$ cat src/shared/ddsr_pkg.sv
// Purpose: constants of the distributed transfer slave register front end
// Assumes: 32-bit host bus data, byte enables, one channel
// Notes: register offsets are dword numbers inside the 16-byte window
package ddsr_pkg;
  // ********************************************************
  // window and configuration
  // ********************************************************
  localparam logic [7:0] CFG_BASE_OFS = 8'h98;
  localparam int WIN_BITS = 4;
  localparam logic [1:0] DW_ADDR = 2'h0;
  localparam logic [1:0] DW_COUNT = 2'h1;
  localparam logic [1:0] DW_CTRL = 2'h2;
  localparam logic [1:0] DW_MASK = 2'h3;
  // ********************************************************
  // field positions
  // ********************************************************
  localparam int CMD_DISABLE_POS = 2;
  localparam int MODE_WIDE_POS = 0;
  localparam int MASK_POS = 0;
  // ********************************************************
  // reset values and count steps
  // ********************************************************
  localparam logic [15:0] ADDR_RST = 16'h0000;
  localparam logic [15:0] COUNT_RST = 16'h0000;
  localparam logic [7:0] PAGE_RST = 8'h00;
  localparam logic [7:0] MODE_RST = 8'h00;
  localparam logic [31:0] BASE_RST = 32'h0000_0000;
  localparam logic [31:0] AD_RST = 32'h0000_0000;
  localparam logic [15:0] STEP_NARROW = 16'h0001;
  localparam logic [15:0] STEP_WIDE = 16'h0002;
endpackage

$ cat src/rtl/ddsr_buf.sv
// Purpose: two-entry buffer for address-phase words
// Assumes: single clock, asynchronous active-low reset
// Notes: head and ready are flops so the top drives them straight
`timescale 1ns/1ps
`default_nettype none
module ddsr_buf #(
  parameter int W = 32
) (
  input wire logic clk_i,
  input wire logic reset_n_i,
  input wire logic in_valid_i,
  output var logic in_ready_o,
  input wire logic [W-1:0] in_data_i,
  output var logic out_valid_o,
  input wire logic out_ready_i,
  output var logic [W-1:0] out_data_o
);
  logic [W-1:0] slot1;
  logic pop;
  logic push;
  assign pop = out_valid_o & out_ready_i;
  assign push = in_valid_i & in_ready_o;

  // ********************************************************
  // head and spare slot
  // ********************************************************
  always_ff @(posedge clk_i or negedge reset_n_i) begin
    if (!reset_n_i) begin
      out_valid_o <= 1'b0;
      in_ready_o <= 1'b1;
      out_data_o <= '0;
      slot1 <= '0;
    end else if (pop) begin
      if (!in_ready_o) begin
        out_data_o <= slot1;
        in_ready_o <= 1'b1;
      end else begin
        out_data_o <= in_data_i;
        out_valid_o <= push;
      end
    end else if (push) begin
      if (!out_valid_o) begin
        out_data_o <= in_data_i;
        out_valid_o <= 1'b1;
      end else begin
        slot1 <= in_data_i;
        in_ready_o <= 1'b0;
      end
    end
  end
endmodule // ddsr_buf
`default_nettype wire

$ cat src/rtl/ddsr_top.sv
// Purpose: register front end of one distributed transfer slave channel
// Assumes: host bus I/O cycles arrive as one-cycle strobes, synchronous
// Notes: address-phase words pass a two-entry buffer toward the AD lines
// How it works
// - registers decoded in 16-byte window at config 98h
// - address/page 00h, count 04h, control 08h, mask 0Ch
// - unused legacy bits read-only, no function
// - reserved locations read zero, writes ignored
// - address write loads start address, resets zero
// - address read returns current address
// - 8-bit: address on AD15-0, page AD23-16
// - 16-bit: address shifted onto AD16-1
// - 16-bit: AD0 driven low
// - 16-bit: page 7-1 on AD23-17, bit0 ignored
// - count minus one narrow, minus two wide
// - terminal count sets flags; read or reset clears
// - disable bit zero means enabled, reset enabled
`timescale 1ns/1ps
`default_nettype none
module ddsr_top (
  input wire logic CLK_I,
  input wire logic RESET_N_I,
  input wire logic CFG_WR_I,
  input wire logic [7:0] CFG_ADDR_I,
  input wire logic [31:0] CFG_WDATA_I,
  input wire logic IO_RD_I,
  input wire logic IO_WR_I,
  input wire logic [31:0] IO_ADDR_I,
  input wire logic [3:0] IO_BE_I,
  input wire logic [31:0] IO_WDATA_I,
  output logic [31:0] IO_RDATA_O,
  output logic IO_ACK_O,
  input wire logic CARD_DREQ_I,
  input wire logic XFER_START_I,
  input wire logic XFER_DONE_I,
  output logic [31:0] AD_O,
  output logic AD_VALID_O,
  input wire logic AD_READY_I,
  output logic XFER_READY_O,
  output logic CTRL_DISABLED_O,
  output logic SW_REQ_O,
  output logic MASK_O,
  output logic TERM_COUNT_O
);
  logic [31:0] base;
  logic [15:0] cur_addr;
  logic [15:0] count;
  logic [7:0] page;
  logic [7:0] mode;
  logic [3:0] terminal_count_flags;
  logic controller_disable_bit;
  logic wide;
  logic [15:0] step;
  logic tc_event;
  logic rd_hit;
  logic wr_hit;
  logic [1:0] dw;
  logic master_clear;
  logic status_read;
  logic push;
  logic [31:0] push_data;

  // a base of zero keeps the window shut until configuration sets one
  function automatic logic in_window(input logic [31:0] a, input logic [31:0] b);
    in_window = (b != ddsr_pkg::BASE_RST) && (a[31:ddsr_pkg::WIN_BITS] == b[31:ddsr_pkg::WIN_BITS]);
  endfunction

  // 16-bit words address word positions, so the page loses bit 0
  function automatic logic [31:0] ad_word(input logic [15:0] a, input logic [7:0] p, input logic w);
    ad_word = w ? {8'h00, p[7:1], a, 1'b0} : {8'h00, p, a};
  endfunction

  // ********************************************************
  // decode
  // ********************************************************
  assign dw = IO_ADDR_I[3:2];
  assign rd_hit = IO_RD_I & in_window(IO_ADDR_I, base);
  assign wr_hit = IO_WR_I & in_window(IO_ADDR_I, base);
  assign master_clear = wr_hit & (dw == ddsr_pkg::DW_MASK) & IO_BE_I[1];
  assign status_read = rd_hit & (dw == ddsr_pkg::DW_CTRL) & IO_BE_I[0];
  assign wide = mode[ddsr_pkg::MODE_WIDE_POS];
  assign step = wide ? ddsr_pkg::STEP_WIDE : ddsr_pkg::STEP_NARROW;
  assign tc_event = XFER_DONE_I & (count <= step);
  assign push = XFER_START_I & ~controller_disable_bit & XFER_READY_O;
  assign push_data = ad_word(cur_addr, page, wide);
  assign CTRL_DISABLED_O = controller_disable_bit;
  assign TERM_COUNT_O = terminal_count_flags[0];

  always_ff @(posedge CLK_I or negedge RESET_N_I) begin
    if (!RESET_N_I) begin
      base <= ddsr_pkg::BASE_RST;
    end else if (CFG_WR_I && CFG_ADDR_I == ddsr_pkg::CFG_BASE_OFS) begin
      base <= {CFG_WDATA_I[31:ddsr_pkg::WIN_BITS], 4'h0};
    end
  end

  // ********************************************************
  // address, page, count
  // ********************************************************
  always_ff @(posedge CLK_I or negedge RESET_N_I) begin
    if (!RESET_N_I) begin
      cur_addr <= ddsr_pkg::ADDR_RST;
      page <= ddsr_pkg::PAGE_RST;
    end else if (master_clear) begin
      cur_addr <= ddsr_pkg::ADDR_RST;
      page <= ddsr_pkg::PAGE_RST;
    end else if (wr_hit && dw == ddsr_pkg::DW_ADDR) begin
      if (IO_BE_I[0]) cur_addr[7:0] <= IO_WDATA_I[7:0];
      if (IO_BE_I[1]) cur_addr[15:8] <= IO_WDATA_I[15:8];
      if (IO_BE_I[2]) page <= IO_WDATA_I[23:16];
    end else if (XFER_DONE_I) begin
      cur_addr <= cur_addr + 16'h0001;
    end
  end

  always_ff @(posedge CLK_I or negedge RESET_N_I) begin
    if (!RESET_N_I) begin
      count <= ddsr_pkg::COUNT_RST;
    end else if (master_clear) begin
      count <= ddsr_pkg::COUNT_RST;
    end else if (wr_hit && dw == ddsr_pkg::DW_COUNT) begin
      if (IO_BE_I[0]) count[7:0] <= IO_WDATA_I[7:0];
      if (IO_BE_I[1]) count[15:8] <= IO_WDATA_I[15:8];
    end else if (XFER_DONE_I) begin
      count <= count - step;
    end
  end

  // ********************************************************
  // command, mode, request, mask, status
  // ********************************************************
  always_ff @(posedge CLK_I or negedge RESET_N_I) begin
    if (!RESET_N_I) begin
      controller_disable_bit <= 1'b0;
      mode <= ddsr_pkg::MODE_RST;
      SW_REQ_O <= 1'b0;
      MASK_O <= 1'b1;
    end else if (master_clear) begin
      controller_disable_bit <= 1'b0;
      mode <= ddsr_pkg::MODE_RST;
      SW_REQ_O <= 1'b0;
      MASK_O <= 1'b1;
    end else begin
      if (wr_hit && dw == ddsr_pkg::DW_CTRL) begin
        // of byte 0 only the disable bit stores; the rest of that byte is dropped
        if (IO_BE_I[0]) controller_disable_bit <= IO_WDATA_I[ddsr_pkg::CMD_DISABLE_POS];
        if (IO_BE_I[1]) SW_REQ_O <= 1'b1;
        if (IO_BE_I[3]) mode <= IO_WDATA_I[31:24];
      end
      if (wr_hit && dw == ddsr_pkg::DW_MASK && IO_BE_I[3]) begin
        MASK_O <= IO_WDATA_I[24 + ddsr_pkg::MASK_POS];
      end
    end
  end

  // a terminal count in the read cycle survives the clear
  always_ff @(posedge CLK_I or negedge RESET_N_I) begin
    if (!RESET_N_I) begin
      terminal_count_flags <= 4'h0;
    end else if (tc_event) begin
      terminal_count_flags <= 4'hF;
    end else if (status_read || master_clear) begin
      terminal_count_flags <= 4'h0;
    end
  end

  // ********************************************************
  // read answer
  // ********************************************************
  always_ff @(posedge CLK_I or negedge RESET_N_I) begin
    if (!RESET_N_I) begin
      IO_RDATA_O <= 32'h0000_0000;
      IO_ACK_O <= 1'b0;
    end else begin
      IO_ACK_O <= rd_hit | wr_hit;
      if (rd_hit) begin
        case (dw)
          ddsr_pkg::DW_ADDR: IO_RDATA_O <= {8'h00, page, cur_addr};
          ddsr_pkg::DW_COUNT: IO_RDATA_O <= {16'h0000, count};
          ddsr_pkg::DW_CTRL: IO_RDATA_O <= {24'h00_0000, {4{CARD_DREQ_I}}, terminal_count_flags};
          ddsr_pkg::DW_MASK: IO_RDATA_O <= {7'h00, MASK_O, 24'h00_0000};
          default: IO_RDATA_O <= 32'h0000_0000;
        endcase
      end
    end
  end

  ddsr_buf #(.W(32)) u_buf (
    .clk_i(CLK_I),
    .reset_n_i(RESET_N_I),
    .in_valid_i(push),
    .in_ready_o(XFER_READY_O),
    .in_data_i(push_data),
    .out_valid_o(AD_VALID_O),
    .out_ready_i(AD_READY_I),
    .out_data_o(AD_O)
  );
endmodule // ddsr_top
`default_nettype wire

$ cat config.mk
export PLATFORM = sky130hd
export DESIGN_NAME = ddsr_top
export DESIGN_NICKNAME = d
export VERILOG_FILES = /design/src/shared/ddsr_pkg.sv /design/src/rtl/ddsr_buf.sv /design/src/rtl/ddsr_top.sv
export SDC_FILE = /design/constraint.sdc
export NUM_CORES = 1
export LEC_CHECK = 0
export BUFFER_PORTS_ARGS = -buffer_cell sky130_fd_sc_hd__clkbuf_2
export CORE_MARGIN = 10
export CORE_UTILIZATION = 49
export DETAILED_ROUTE_END_ITERATION = 8
export PLACE_DENSITY = 0.77
export SLEW_MARGIN = 10
export SYNTH_ARGS = -nofsm -noshare
export SYNTH_HDL_FRONTEND = slang
export SYNTH_SLANG_ARGS = --single-unit
$ cat constraint.sdc
create_clock -name CLK_I -period 3.3 [get_ports CLK_I]
set_input_delay 0.66 -clock CLK_I [delete_from_list [all_inputs] [get_ports CLK_I]]
set_output_delay 0.66 -clock CLK_I [all_outputs]
set_load 0.01 [all_outputs]
Word-level counts from Yosys, hierarchy flattened
Index checks and enable logic that the tools add are counted.
{"block": "word_totals", "regBits": 167, "input_bits": 117}
{"block": "op_classes", "n_reduce_logical": 34, "muxes": 37, "n_lt_le_gt_ge": 1, "n_eq_ne": 11, "addsub": 2, "bitwise_logic": 14}
{"operator": "case mux 32 bit (4 select lines)", "count": 1}
{"operator": "two-way mux 16 bit", "count": 6}
{"operator": "two-way mux 32 bit", "count": 3}
{"operator": "two-way mux 8 bit", "count": 5}
{"operator": "nonzero test 32 bit", "count": 1}
{"operator": "== test 28 bit", "count": 1}
{"operator": "two-way mux 24 bit", "count": 1}
{"operator": "AND reduction 2 bit", "count": 11}
{"operator": "nonzero test 2 bit", "count": 10}
{"operator": "two-way mux 1 bit", "count": 17}
{"operator": "two-way mux 17 bit", "count": 1}
{"operator": "adder 16 x 1 -> 16 bit, second input constant", "count": 1}
{"operator": "<= comparator 16 x 2 -> 1 bit", "count": 1}
{"operator": "subtractor 16 x 2 -> 16 bit", "count": 1}
{"operator": "!= test 3 bit, second input constant", "count": 4}
{"operator": "bitwise AND 1 bit", "count": 11}
{"operator": "== test 8 bit, second input constant", "count": 1}
{"operator": "two-way mux 4 bit", "count": 2}
{"operator": "logical AND 1 bit", "count": 7}
{"operator": "nonzero test 3 bit", "count": 2}
{"operator": "== test 2 bit, second input constant", "count": 2}
{"operator": "AND reduction 3 bit", "count": 1}
{"operator": "== test 2 x 1 -> 1 bit, second input constant", "count": 1}
{"operator": "logical NOT 2 bit", "count": 1}
{"operator": "6 further kinds", "count": 7}

Depth between registers and ports, before layout
Gate-level depths: netlist (run 1).
{"block": "depth", "ltp_word": 8, "mapped_depth": 11, "ltp_nobuf": 9}

Hierarchy
A second synthesis (run 1) with hierarchy kept.
{"block": "hier_totals", "cells_unflattened": 809, "area_unflattened_um2": 8769.7}
{"mod": "ddsr_top", "area_per_inst_um2": 5941.9, "cells_each": 621, "instances": 1}
{"mod": "ddsr_buf", "area_per_inst_um2": 2827.7, "cells_each": 188, "instances": 1}

Least setup slack after synthesis (run 1)
OpenSTA, ideal clock, no wires.
{"block": "synth_timing", "kind": "register to register", "start": "register mode[0]", "end": "register count[15]", "path_buffers": 2, "arrival_time_ps": 3007, "setup_ps": 65, "stages_incl_launch_ff": 12, "setup_slack_ps": 228, "required_ps": 3235, "path_cell_list": "dfrtp_1 > clkbuf_1 > clkbuf_1 > inv_1 > ha_1 > nor2b_1 > nor4_1 > nand3_1 > or3_1 > a21oi_1 > a21oi_1 > nand2_1"}
{"block": "synth_via", "elab_chain_cells": 5}
{"item": "start, declared", "line": "ddsr_top.sv:49", "source": "logic [7:0] mode;"}
{"item": "start signal, assigned", "line": "ddsr_top.sv:135", "source": "mode <= ddsr_pkg::MODE_RST;"}
{"item": "start signal, assigned", "line": "ddsr_top.sv:140", "source": "mode <= ddsr_pkg::MODE_RST;"}
{"item": "start signal, assigned", "line": "ddsr_top.sv:148", "source": "if (IO_BE_I[3]) mode <= IO_WDATA_I[31:24];"}
{"item": "two-way mux 2 bit", "line": "ddsr_top.sv:82", "source": "assign step = wide ? ddsr_pkg::STEP_WIDE : ddsr_pkg::STEP_NARROW;"}
{"item": "subtractor 16 x 2 -> 16 bit", "line": "ddsr_top.sv:125", "source": "count <= count - step;"}
{"item": "two-way mux 16 bit", "line": "ddsr_top.sv:124", "source": "end else if (XFER_DONE_I) begin"}
{"item": "two-way mux 16 bit", "line": "ddsr_top.sv:121", "source": "end else if (wr_hit && dw == ddsr_pkg::DW_COUNT) begin"}
{"item": "two-way mux 16 bit", "line": "ddsr_top.sv:119", "source": "end else if (master_clear) begin"}
{"item": "end signal, assigned", "line": "ddsr_top.sv:120", "source": "count <= ddsr_pkg::COUNT_RST;"}
{"item": "end signal, assigned", "line": "ddsr_top.sv:123", "source": "if (IO_BE_I[1]) count[15:8] <= IO_WDATA_I[15:8];"}
{"item": "end signal, assigned", "line": "ddsr_top.sv:125"}
{"item": "end, declared", "line": "ddsr_top.sv:47", "source": "logic [15:0] count;"}
No other way between the ends. The select of a mux whose other input is x is not followed.
A chain may end at the register's enable or synchronous reset.

Final worst setup path (run 1)
{"block": "layout_timing", "start": "register base[8]", "end": "register cur_addr[12]"}
{"block": "layout_via", "elab_chain_cells": 7, "word_cells_on_any_way": 12, "classes_between": "eq/ne: 2; mux: 2; bitwise: 3; reduce/logical: 5"}
{"item": "start, declared", "line": "ddsr_top.sv:45", "source": "logic [31:0] base;"}
{"item": "start signal, assigned", "line": "ddsr_top.sv:91", "source": "base <= ddsr_pkg::BASE_RST;"}
{"item": "start signal, assigned", "line": "ddsr_top.sv:93", "source": "base <= {CFG_WDATA_I[31:ddsr_pkg::WIN_BITS], 4'h0};"}
{"item": "== test 28 bit / nonzero test 32 bit (equally long branches)", "line": "ddsr_top.sv:65", "source": "in_window = (b != ddsr_pkg::BASE_RST) && (a[31:ddsr_pkg::WIN_BITS] == b[31:ddsr_pkg::WIN_BITS]);"}
{"item": "logical AND 1 bit (*)", "line": "ddsr_top.sv:65"}
{"item": "bitwise AND 1 bit (*)", "line": "ddsr_top.sv:78", "source": "assign wr_hit = IO_WR_I & in_window(IO_ADDR_I, base);"}
{"item": "bitwise AND 1 bit (2 in series)", "line": "ddsr_top.sv:79", "source": "assign master_clear = wr_hit & (dw == ddsr_pkg::DW_MASK) & IO_BE_I[1];"}
{"item": "!= test 3 bit (no line) / nonzero test 3 bit (equally long branches)"}
{"item": "AND reduction 2 bit (no line)"}
{"item": "end signal, assigned", "line": "ddsr_top.sv:102", "source": "cur_addr <= ddsr_pkg::ADDR_RST;"}
{"item": "end signal, assigned", "line": "ddsr_top.sv:105", "source": "cur_addr <= ddsr_pkg::ADDR_RST;"}
{"item": "end signal, assigned", "line": "ddsr_top.sv:109", "source": "if (IO_BE_I[1]) cur_addr[15:8] <= IO_WDATA_I[15:8];"}
{"item": "end, declared", "line": "ddsr_top.sv:46", "source": "logic [15:0] cur_addr;"}
Mark *: on every way between the ends. The rest lies on a longest branch, timed or not.

==> flow_summary.yaml, run 1 <==
yosys:
  ys.flop_type: "dfrtp_1"
  async_flop_share: 1.000
  syn_area_per_cell_um2: 9.419
  yosys_warnings: 0
  yosysMostFrequentCell: "dfrtp_1"
  yosysTopAreaCell: "dfrtp_1"
  synth_seq_area_share: 0.4767
  synth.area.top_cells: "dfrtp_1 47%, mux2_2 6.2%, mux2i_1 6.1%"
  ys_seq_elements: 149
  synth_edf_count: 0
  synth_top_area_frac: 0.4699
  synthTopCellsByCount: "147 x dfrtp_1, 128 x nand2_1, 77 x nor2_1"
  synth_area_um2: 7828
  synthDistinctLibCells: 59
  synthCells: 831
floorplan:
  die_w_um: 146.4
  start_util: 0.4964
  die-area_um2: 21430
  io_pins: 188
  fp.dieH_um: 146.4
  core_um2: 15770
  placementRows: 46
worst_setup_path:
  critical_path.slowest_cell: "nor3_1"
  crit_family: "simple AND/OR/NAND/NOR gates"
  critPathArrivalTime_ps: 3000
  cp.buffers_inverters: 0
  end_kind: "register"
  critPathRequiredTime_ps: 3580
  start_kind: "register"
  critical-path-max-stage-delay_ps: 620
  path_max_fanout: 8
  crit_type: "register to register"
  crit_chain: "xor2_1 -> nor4_2 -> nand4_2 -> nor3_1 -> nand2_1 -> o2111ai_1 -> o22ai_1"
placement:
  io_buffer_count: 159
  place_area_um2: 8838
  dp_slack_ps: 269.1
  place_congestion: 0.9138
  place_hpwl_mm: 16.90
cells_and_area:
  final_nets: 1104
  drive_above_1_share: 0.2726
  final_core_util: 0.5970
  antenna_cells: 0
  postLayoutCellArea_um2: 9415
  syn_to_final_growth_pct: 20.28
cts:
  ctsHtreeMaxLevel: 4
  cts_tree: "yes"
  clk_latency_ps: 420
  cts.sinks: 149
  cts_buffer_depth: 2
  clockRootBuffer: "clkbuf_16"
  cts_made_buffers: 17
  cts_resized: 0
  postCtsHoldBufs: 0
  cts_setup_buffers: 0
  clkSlewWorstSetupHoldPaths_ps: 60
sta:
  fin_setup_tns_ps: 0
  final-hold-violation-count: 0
  finClkSkew_ps: 8.285
  slew_headroom: 0.4133
  max_freq_mhz: 368.3
  slew_viol_final: 0
  setup-violations-final: 0
  hold_slack_ps: 246.6
  tightest_slew_ps: 872.1
  setup_slack_ps: 584.7
  min_period_over_period: 0.8228
  final.min_clock_period_ps: 2715
  rsz0062_at_grt: "false"
detailed_routing:
  vias: 6659
  route.detailed.drc: 0
  wl_per_cell_um: 18.10
  firstDrtPassIters: 5
  totalWireLength_mm: 21.90
  antenna_left: 0
  drt_iter0_markers: 537
  viasPerCell: 5.503
global_route:
  gr-total-overflow: 0
  grt_first_pass_wirelength_mm: 35.00
  grt_pass1_vias: 6550
  grt_max_degree: 77
  antenna_found_initial: 0
  grt_usage: 0.2024
power:
  cellLeakagePower_uw: 0.004803
  ir_worst_vdd_v: 0.0003492
  powerDensity_nw_per_um2: 518.6
outcome:
  status: "completed"
job:
  drv_cap: 0
hold_path:
  hold_path.class: "input pin to async pin"
==> cell usage in the layout, fill, tap and decap left out, drive strengths merged, types with 8 or more instances in the layout <==
master and instances:
a21oi 44, a31oi 9, buf 24, clkbuf 181
conb 15, dfrtp 147, inv 22, mux2 43
mux2i 48, nand2 128, nand3 37, nand4 11
nor2 79, nor3 9, nor4 21, o211ai 8
o21ai 49, o22ai 9, o31ai 9, xor2 29
==> path summary, 6_finish.rpt <==
kind                       slack [ps]  depth (start not counted)            from                    to
max in group asynchronous        2220                          2       RESET_N_I      u_buf.in_ready_o
hold reg to reg                   480                          2  IO_RDATA_O[15]        IO_RDATA_O[15]
hold / removal                    250                          1       RESET_N_I  u_buf.out_data_o[14]
min in group CLK_I                440                          3  IO_WDATA_I[21]               page[5]
setup / recovery                  580                          7         base[8]          cur_addr[12]
setup reg to reg                  580                          7         base[8]          cur_addr[12]
==> power by group <==
part | total, uW | internal (uW) | switching [uW] | leakage [uW]
logic | 811 | 345 | 465 | 0.00254
registers | 2180 | 1970 | 215 | 0.00199
clock network | 1890 | 1170 | 722 | 0.000279
total | 4880 | 3480 | 1400 | 0.00480
==> sequential cells by signal, summed over array words and instances, names as in the netlist <==
name	flops
base	28
count	16
mode	1
MASK_O	1
IO_RDATA_O	25
IO_ACK_O	1
page	8
u_buf.in_ready_o	1
cur_addr	16
CTRL_DISABLED_O	1
SW_REQ_O	1
u_buf.out_valid_o	1
u_buf.out_data_o	24
terminal_count_flags	1
u_buf.slot1	24
==> worst reg2reg max path: cells and delay by family, from the launching register on <==
kind	cells	cell delay [ps]
AOI/OAI and AO/OA	2	450
xor gates and xnor gates	1	200
DFF	1	410
and+or+nand+nor	4	1530
==> final cells by class <==
cell class,instances,area (um^2)
inverters,22,82.58
multi-input cells,611,3767
clock inverters,7,98.84
well taps,216,270.3
fillers,1446,6355
clock buffers,23,478.0
flip-flops and latches,149,3731
repair buffers,182,987.2
==> metal layers <==
| layer | GRT usage | up-vias | part of all wire |
|---|---|---|---|
| met5 | 0 | - | 0 |
| met4 | 0.09209 | 0 | 0.038 |
| met3 | 0.07138 | 45 | 0.087 |
| met2 | 0.3126 | 290 | 0.47 |
| met1 | 0.2496 | 3120 | 0.41 |
| li1 | - | 3204 | - |
==> cell families after synthesis <==
| family | count (synthesis) | synth area share |
|---|---|---|
| and+or+nand+nor | 314 | 0.1872 |
| AOI/OAI and AO/OA | 156 | 0.1205 |
| DFF | 149 | 0.4767 |
| muxes | 91 | 0.1232 |
| buffers and inverters | 85 | 0.04987 |
| xor gates and xnor gates | 31 | 0.03469 |
| adders and majority gates | 4 | 0.007354 |
| other | 1 | 0.0004791 |
==> metrics by stage <==
stage          power [uW]  cells
2_1_floorplan        2685    845
3_3_place_gp         2974   1180
3_5_place_dp         3005   1180
4_1_cts              4903   1210
5_1_grt              5120   1210
6_report             4882   1210
(Power assumes the default switching activity.)
==> run 2, diff against run 1 <==
--- a/config.mk
+++ b/config.mk
@@ -5,11 +5,12 @@
 export SDC_FILE = /design/constraint.sdc
 export NUM_CORES = 1
 export LEC_CHECK = 0
+export ABC_AREA = 1
 export BUFFER_PORTS_ARGS = -buffer_cell sky130_fd_sc_hd__clkbuf_2
 export CORE_MARGIN = 10
-export CORE_UTILIZATION = 49
+export CORE_UTILIZATION = 55
 export DETAILED_ROUTE_END_ITERATION = 8
-export PLACE_DENSITY = 0.77
+export PLACE_DENSITY = 0.81
 export SLEW_MARGIN = 10
 export SYNTH_ARGS = -nofsm -noshare
 export SYNTH_HDL_FRONTEND = slang
==> constraint.sdc (replaced) <==
create_clock -name CLK_I -period 2.7 [get_ports CLK_I]
set_input_delay 0.54 -clock CLK_I [delete_from_list [all_inputs] [get_ports CLK_I]]
set_output_delay 0.54 -clock CLK_I [all_outputs]
set_load 0.01 [all_outputs]
==> run 2 against run 1 <==
Effect of this change: sequential power rose by 30%; clock power grew 18%; via count up 21%; hold slack worse by 120 ps; critical path depth is 4 higher; worst setup slack worse by 340 ps; largest cell class unchanged.
==> flow_summary.yaml, run 2 <==
power:
  powerDensity_nw_per_um2: 646.7
  cellLeakagePower_uw: 0.005532
  ir_worst_vdd_v: 0.0004688
yosys:
  ys_seq_elements: 149
  synth_seq_area_share: 0.4337
  synthDistinctLibCells: 39
  yosysMostFrequentCell: "nand2_1"
  yosysTopAreaCell: "dfrtp_1"
  async_flop_share: 1.000
  syn_area_per_cell_um2: 7.377
  synthCells: 1166
  synth_edf_count: 0
  yosys_warnings: 0
  synth_top_area_frac: 0.4276
  synthTopCellsByCount: "321 x nand2_1, 178 x nor2_1, 147 x dfrtp_1"
  ys.flop_type: "dfrtp_1"
  synth.area.top_cells: "dfrtp_1 43%, nand2_1 14%, nor2_1 7.8%"
  synth_area_um2: 8602
placement:
  io_buffer_count: 159
  place_hpwl_mm: 17.55
  place_area_um2: 9644
  dp_cells: 1515
  dp_slack_ps: 119.0
  place_congestion: 0.9475
global_route:
  grt_max_degree: 75
  grt_pass1_vias: 7766
  antenna_found_initial: 0
  gr-total-overflow: 0
  grt_first_pass_wirelength_mm: 38.62
  grt_usage: 0.2185
cts:
  clk_latency_ps: 420
  cts.sinks: 149
  clkSlewWorstSetupHoldPaths_ps: 60
  postCtsHoldBufs: 0
  cts_setup_buffers: 0
  ctsHtreeMaxLevel: 4
  cts_made_buffers: 17
  cts_tree: "yes"
  cts_resized: 0
  cts_buffer_depth: 2
  clockRootBuffer: "clkbuf_16"
sta:
  tightest_slew_ps: 699.9
  final-hold-violation-count: 0
  max_freq_mhz: 407.8
  setup_slack_ps: 247.6
  setup-violations-final: 0
  finClkSkew_ps: 5.409
  slew_viol_final: 0
  final.min_clock_period_ps: 2452
  slew_headroom: 0.5334
  rsz0062_at_grt: "false"
  min_period_over_period: 0.9083
  fin_setup_tns_ps: 0
cells_and_area:
  syn_to_final_growth_pct: 18.55
  drive_above_1_share: 0.2013
  final_cells: 1547
  largest_register_ffs: 28
  final_nets: 1444
  postLayoutCellArea_um2: 10200
  top_regs: "base: 28 flops, IO_RDATA_O: 25 flops"
  largest-register: "base"
  final_cell_mix: "321 x nand2_1, 176 x nor2_1, 158 x clkbuf_2"
  final_common_cell: "nand2_1"
  antenna_cells: 0
floorplan:
  io_pins: 188
  start_util: 0.5638
  core_um2: 15260
  die-area_um2: 21040
  fp.dieH_um: 145.1
  die_w_um: 145.1
  placementRows: 45
worst_setup_path:
  worstReg2RegStart: "base[27]"
  critical_path.slowest_cell: "dfrtp_1"
  crit_path_start: "base[27]"
  critPathRequiredTime_ps: 3010
  critical-path-max-stage-delay_ps: 410
  crit_chain: "xnor2_1 -> nand2_1 -> nor2_1 -> nand3_2 -> nor2_4 -> buf_4 -> nand2_1 -> inv_1 -> nand4_1 -> nand3_1 -> nand2_1"
  end_kind: "register"
  reg2reg_to: "terminal_count_flags[2]"
  r2r_cells: 11
  crit_path_frequent_cell: "nand2_1"
  start_kind: "register"
  path_max_fanout: 12
  crit_family: "simple AND/OR/NAND/NOR gates"
  critPathArrivalTime_ps: 2760
  cp.buffers_inverters: 2
  rrSetupSlack_ps: 250
  crit_type: "register to register"
outcome:
  status: "completed"
detailed_routing:
  totalWireLength_mm: 23.37
  route.detailed.drc: 0
  drt_iter0_markers: 723
  wl_per_cell_um: 15.10
  antenna_left: 0
  viasPerCell: 5.224
  firstDrtPassIters: 5
  vias: 8081
hold_path:
  hold_path.class: "input pin to async pin"
job:
  drv_cap: 0
run 2: cell count changes after synthesis, sizes merged, moves of 23 or more:
cell   change
inv      +103
mux2i     -48
nand2    +202
nand3     +32
nand4     +23
nor2     +102
run 2: layer usage:
metal / vias to the layer above / part of all wire / GRT usage
li1: 3998 / - / -
met4: 0 / 0.017 / 0.05915
met1: 3715 / 0.44 / 0.2871
met2: 330 / 0.46 / 0.3453
met3: 38 / 0.081 / 0.06271
met5: - / 0 / 0
run 2: worst reg2reg max path, stage by stage, from the launching register on:
cell	delay (ps)
dfrtp_1	410
xnor2_1	270
nand2_1	80
nor2_1	190
nand3_2	110
nor2_4	210
buf_4	200
nand2_1	180
inv_1	400
nand4_1	150
nand3_1	100
nand2_1	50
run 2: final cells by class:
cell class | instances | area [um^2]
Timing Repair Buffer | 188 | 1057
Fill cell | 1294 | 5061
Clock inverter | 12 | 106.4
Sequential cell | 149 | 3731
Multi-Input combinational cell | 841 | 4119
Inverter | 126 | 473.0
Tap cell | 211 | 264.0
Clock buffer | 20 | 446.7
run 2: logic make-up (layout without fill, tap and decap cells):
kind of cell / Yosys count / in the layout / share of synthesized area
muxes: 28 / 28 / 0.03665
buffers and inverters: 190 / 346 / 0.09469
AOI/OAI and AO/OA: 128 / 128 / 0.08146
adders and majority gates: 4 / 4 / 0.006691
and+or+nand+nor: 630 / 630 / 0.3097
other: 1 / 15 / 0.0004359
xor gates and xnor gates: 36 / 36 / 0.03665
DFF: 149 / 149 / 0.4337
run 2: worst max-delay path by stage:
stage	slack [ps]	cells past startpoint	end
2_1_floorplan	440	15	count[14]
3_3_place_gp	180	12	terminal_count_flags[2]
3_5_place_dp	120	12	terminal_count_flags[2]
4_1_cts	290	14	count[13]
5_1_grt	20	14	count[13]
6_report	250	11	terminal_count_flags[2]
run 2: through the flow:
stage | power (uW) | util | hold slack [ps]
floorplan | 3859 | - | 244.4
global placement | 4328 | 0.6321 | 470.4
detailed placement | 4371 | 0.6321 | 477.5
CTS | 6612 | 0.6683 | 162.5
global route | 6990 | 0.6683 | 173.7
finish | 6595 | 0.6683 | 125.8
run 2: report_power, final:
| part | total, uW | switching [uW] | internal, uW |
|---|---|---|---|
| Clock | 2230 | 946 | 1290 |
| Sequential | 2830 | 329 | 2500 |
| Combinational | 1530 | 901 | 628 |
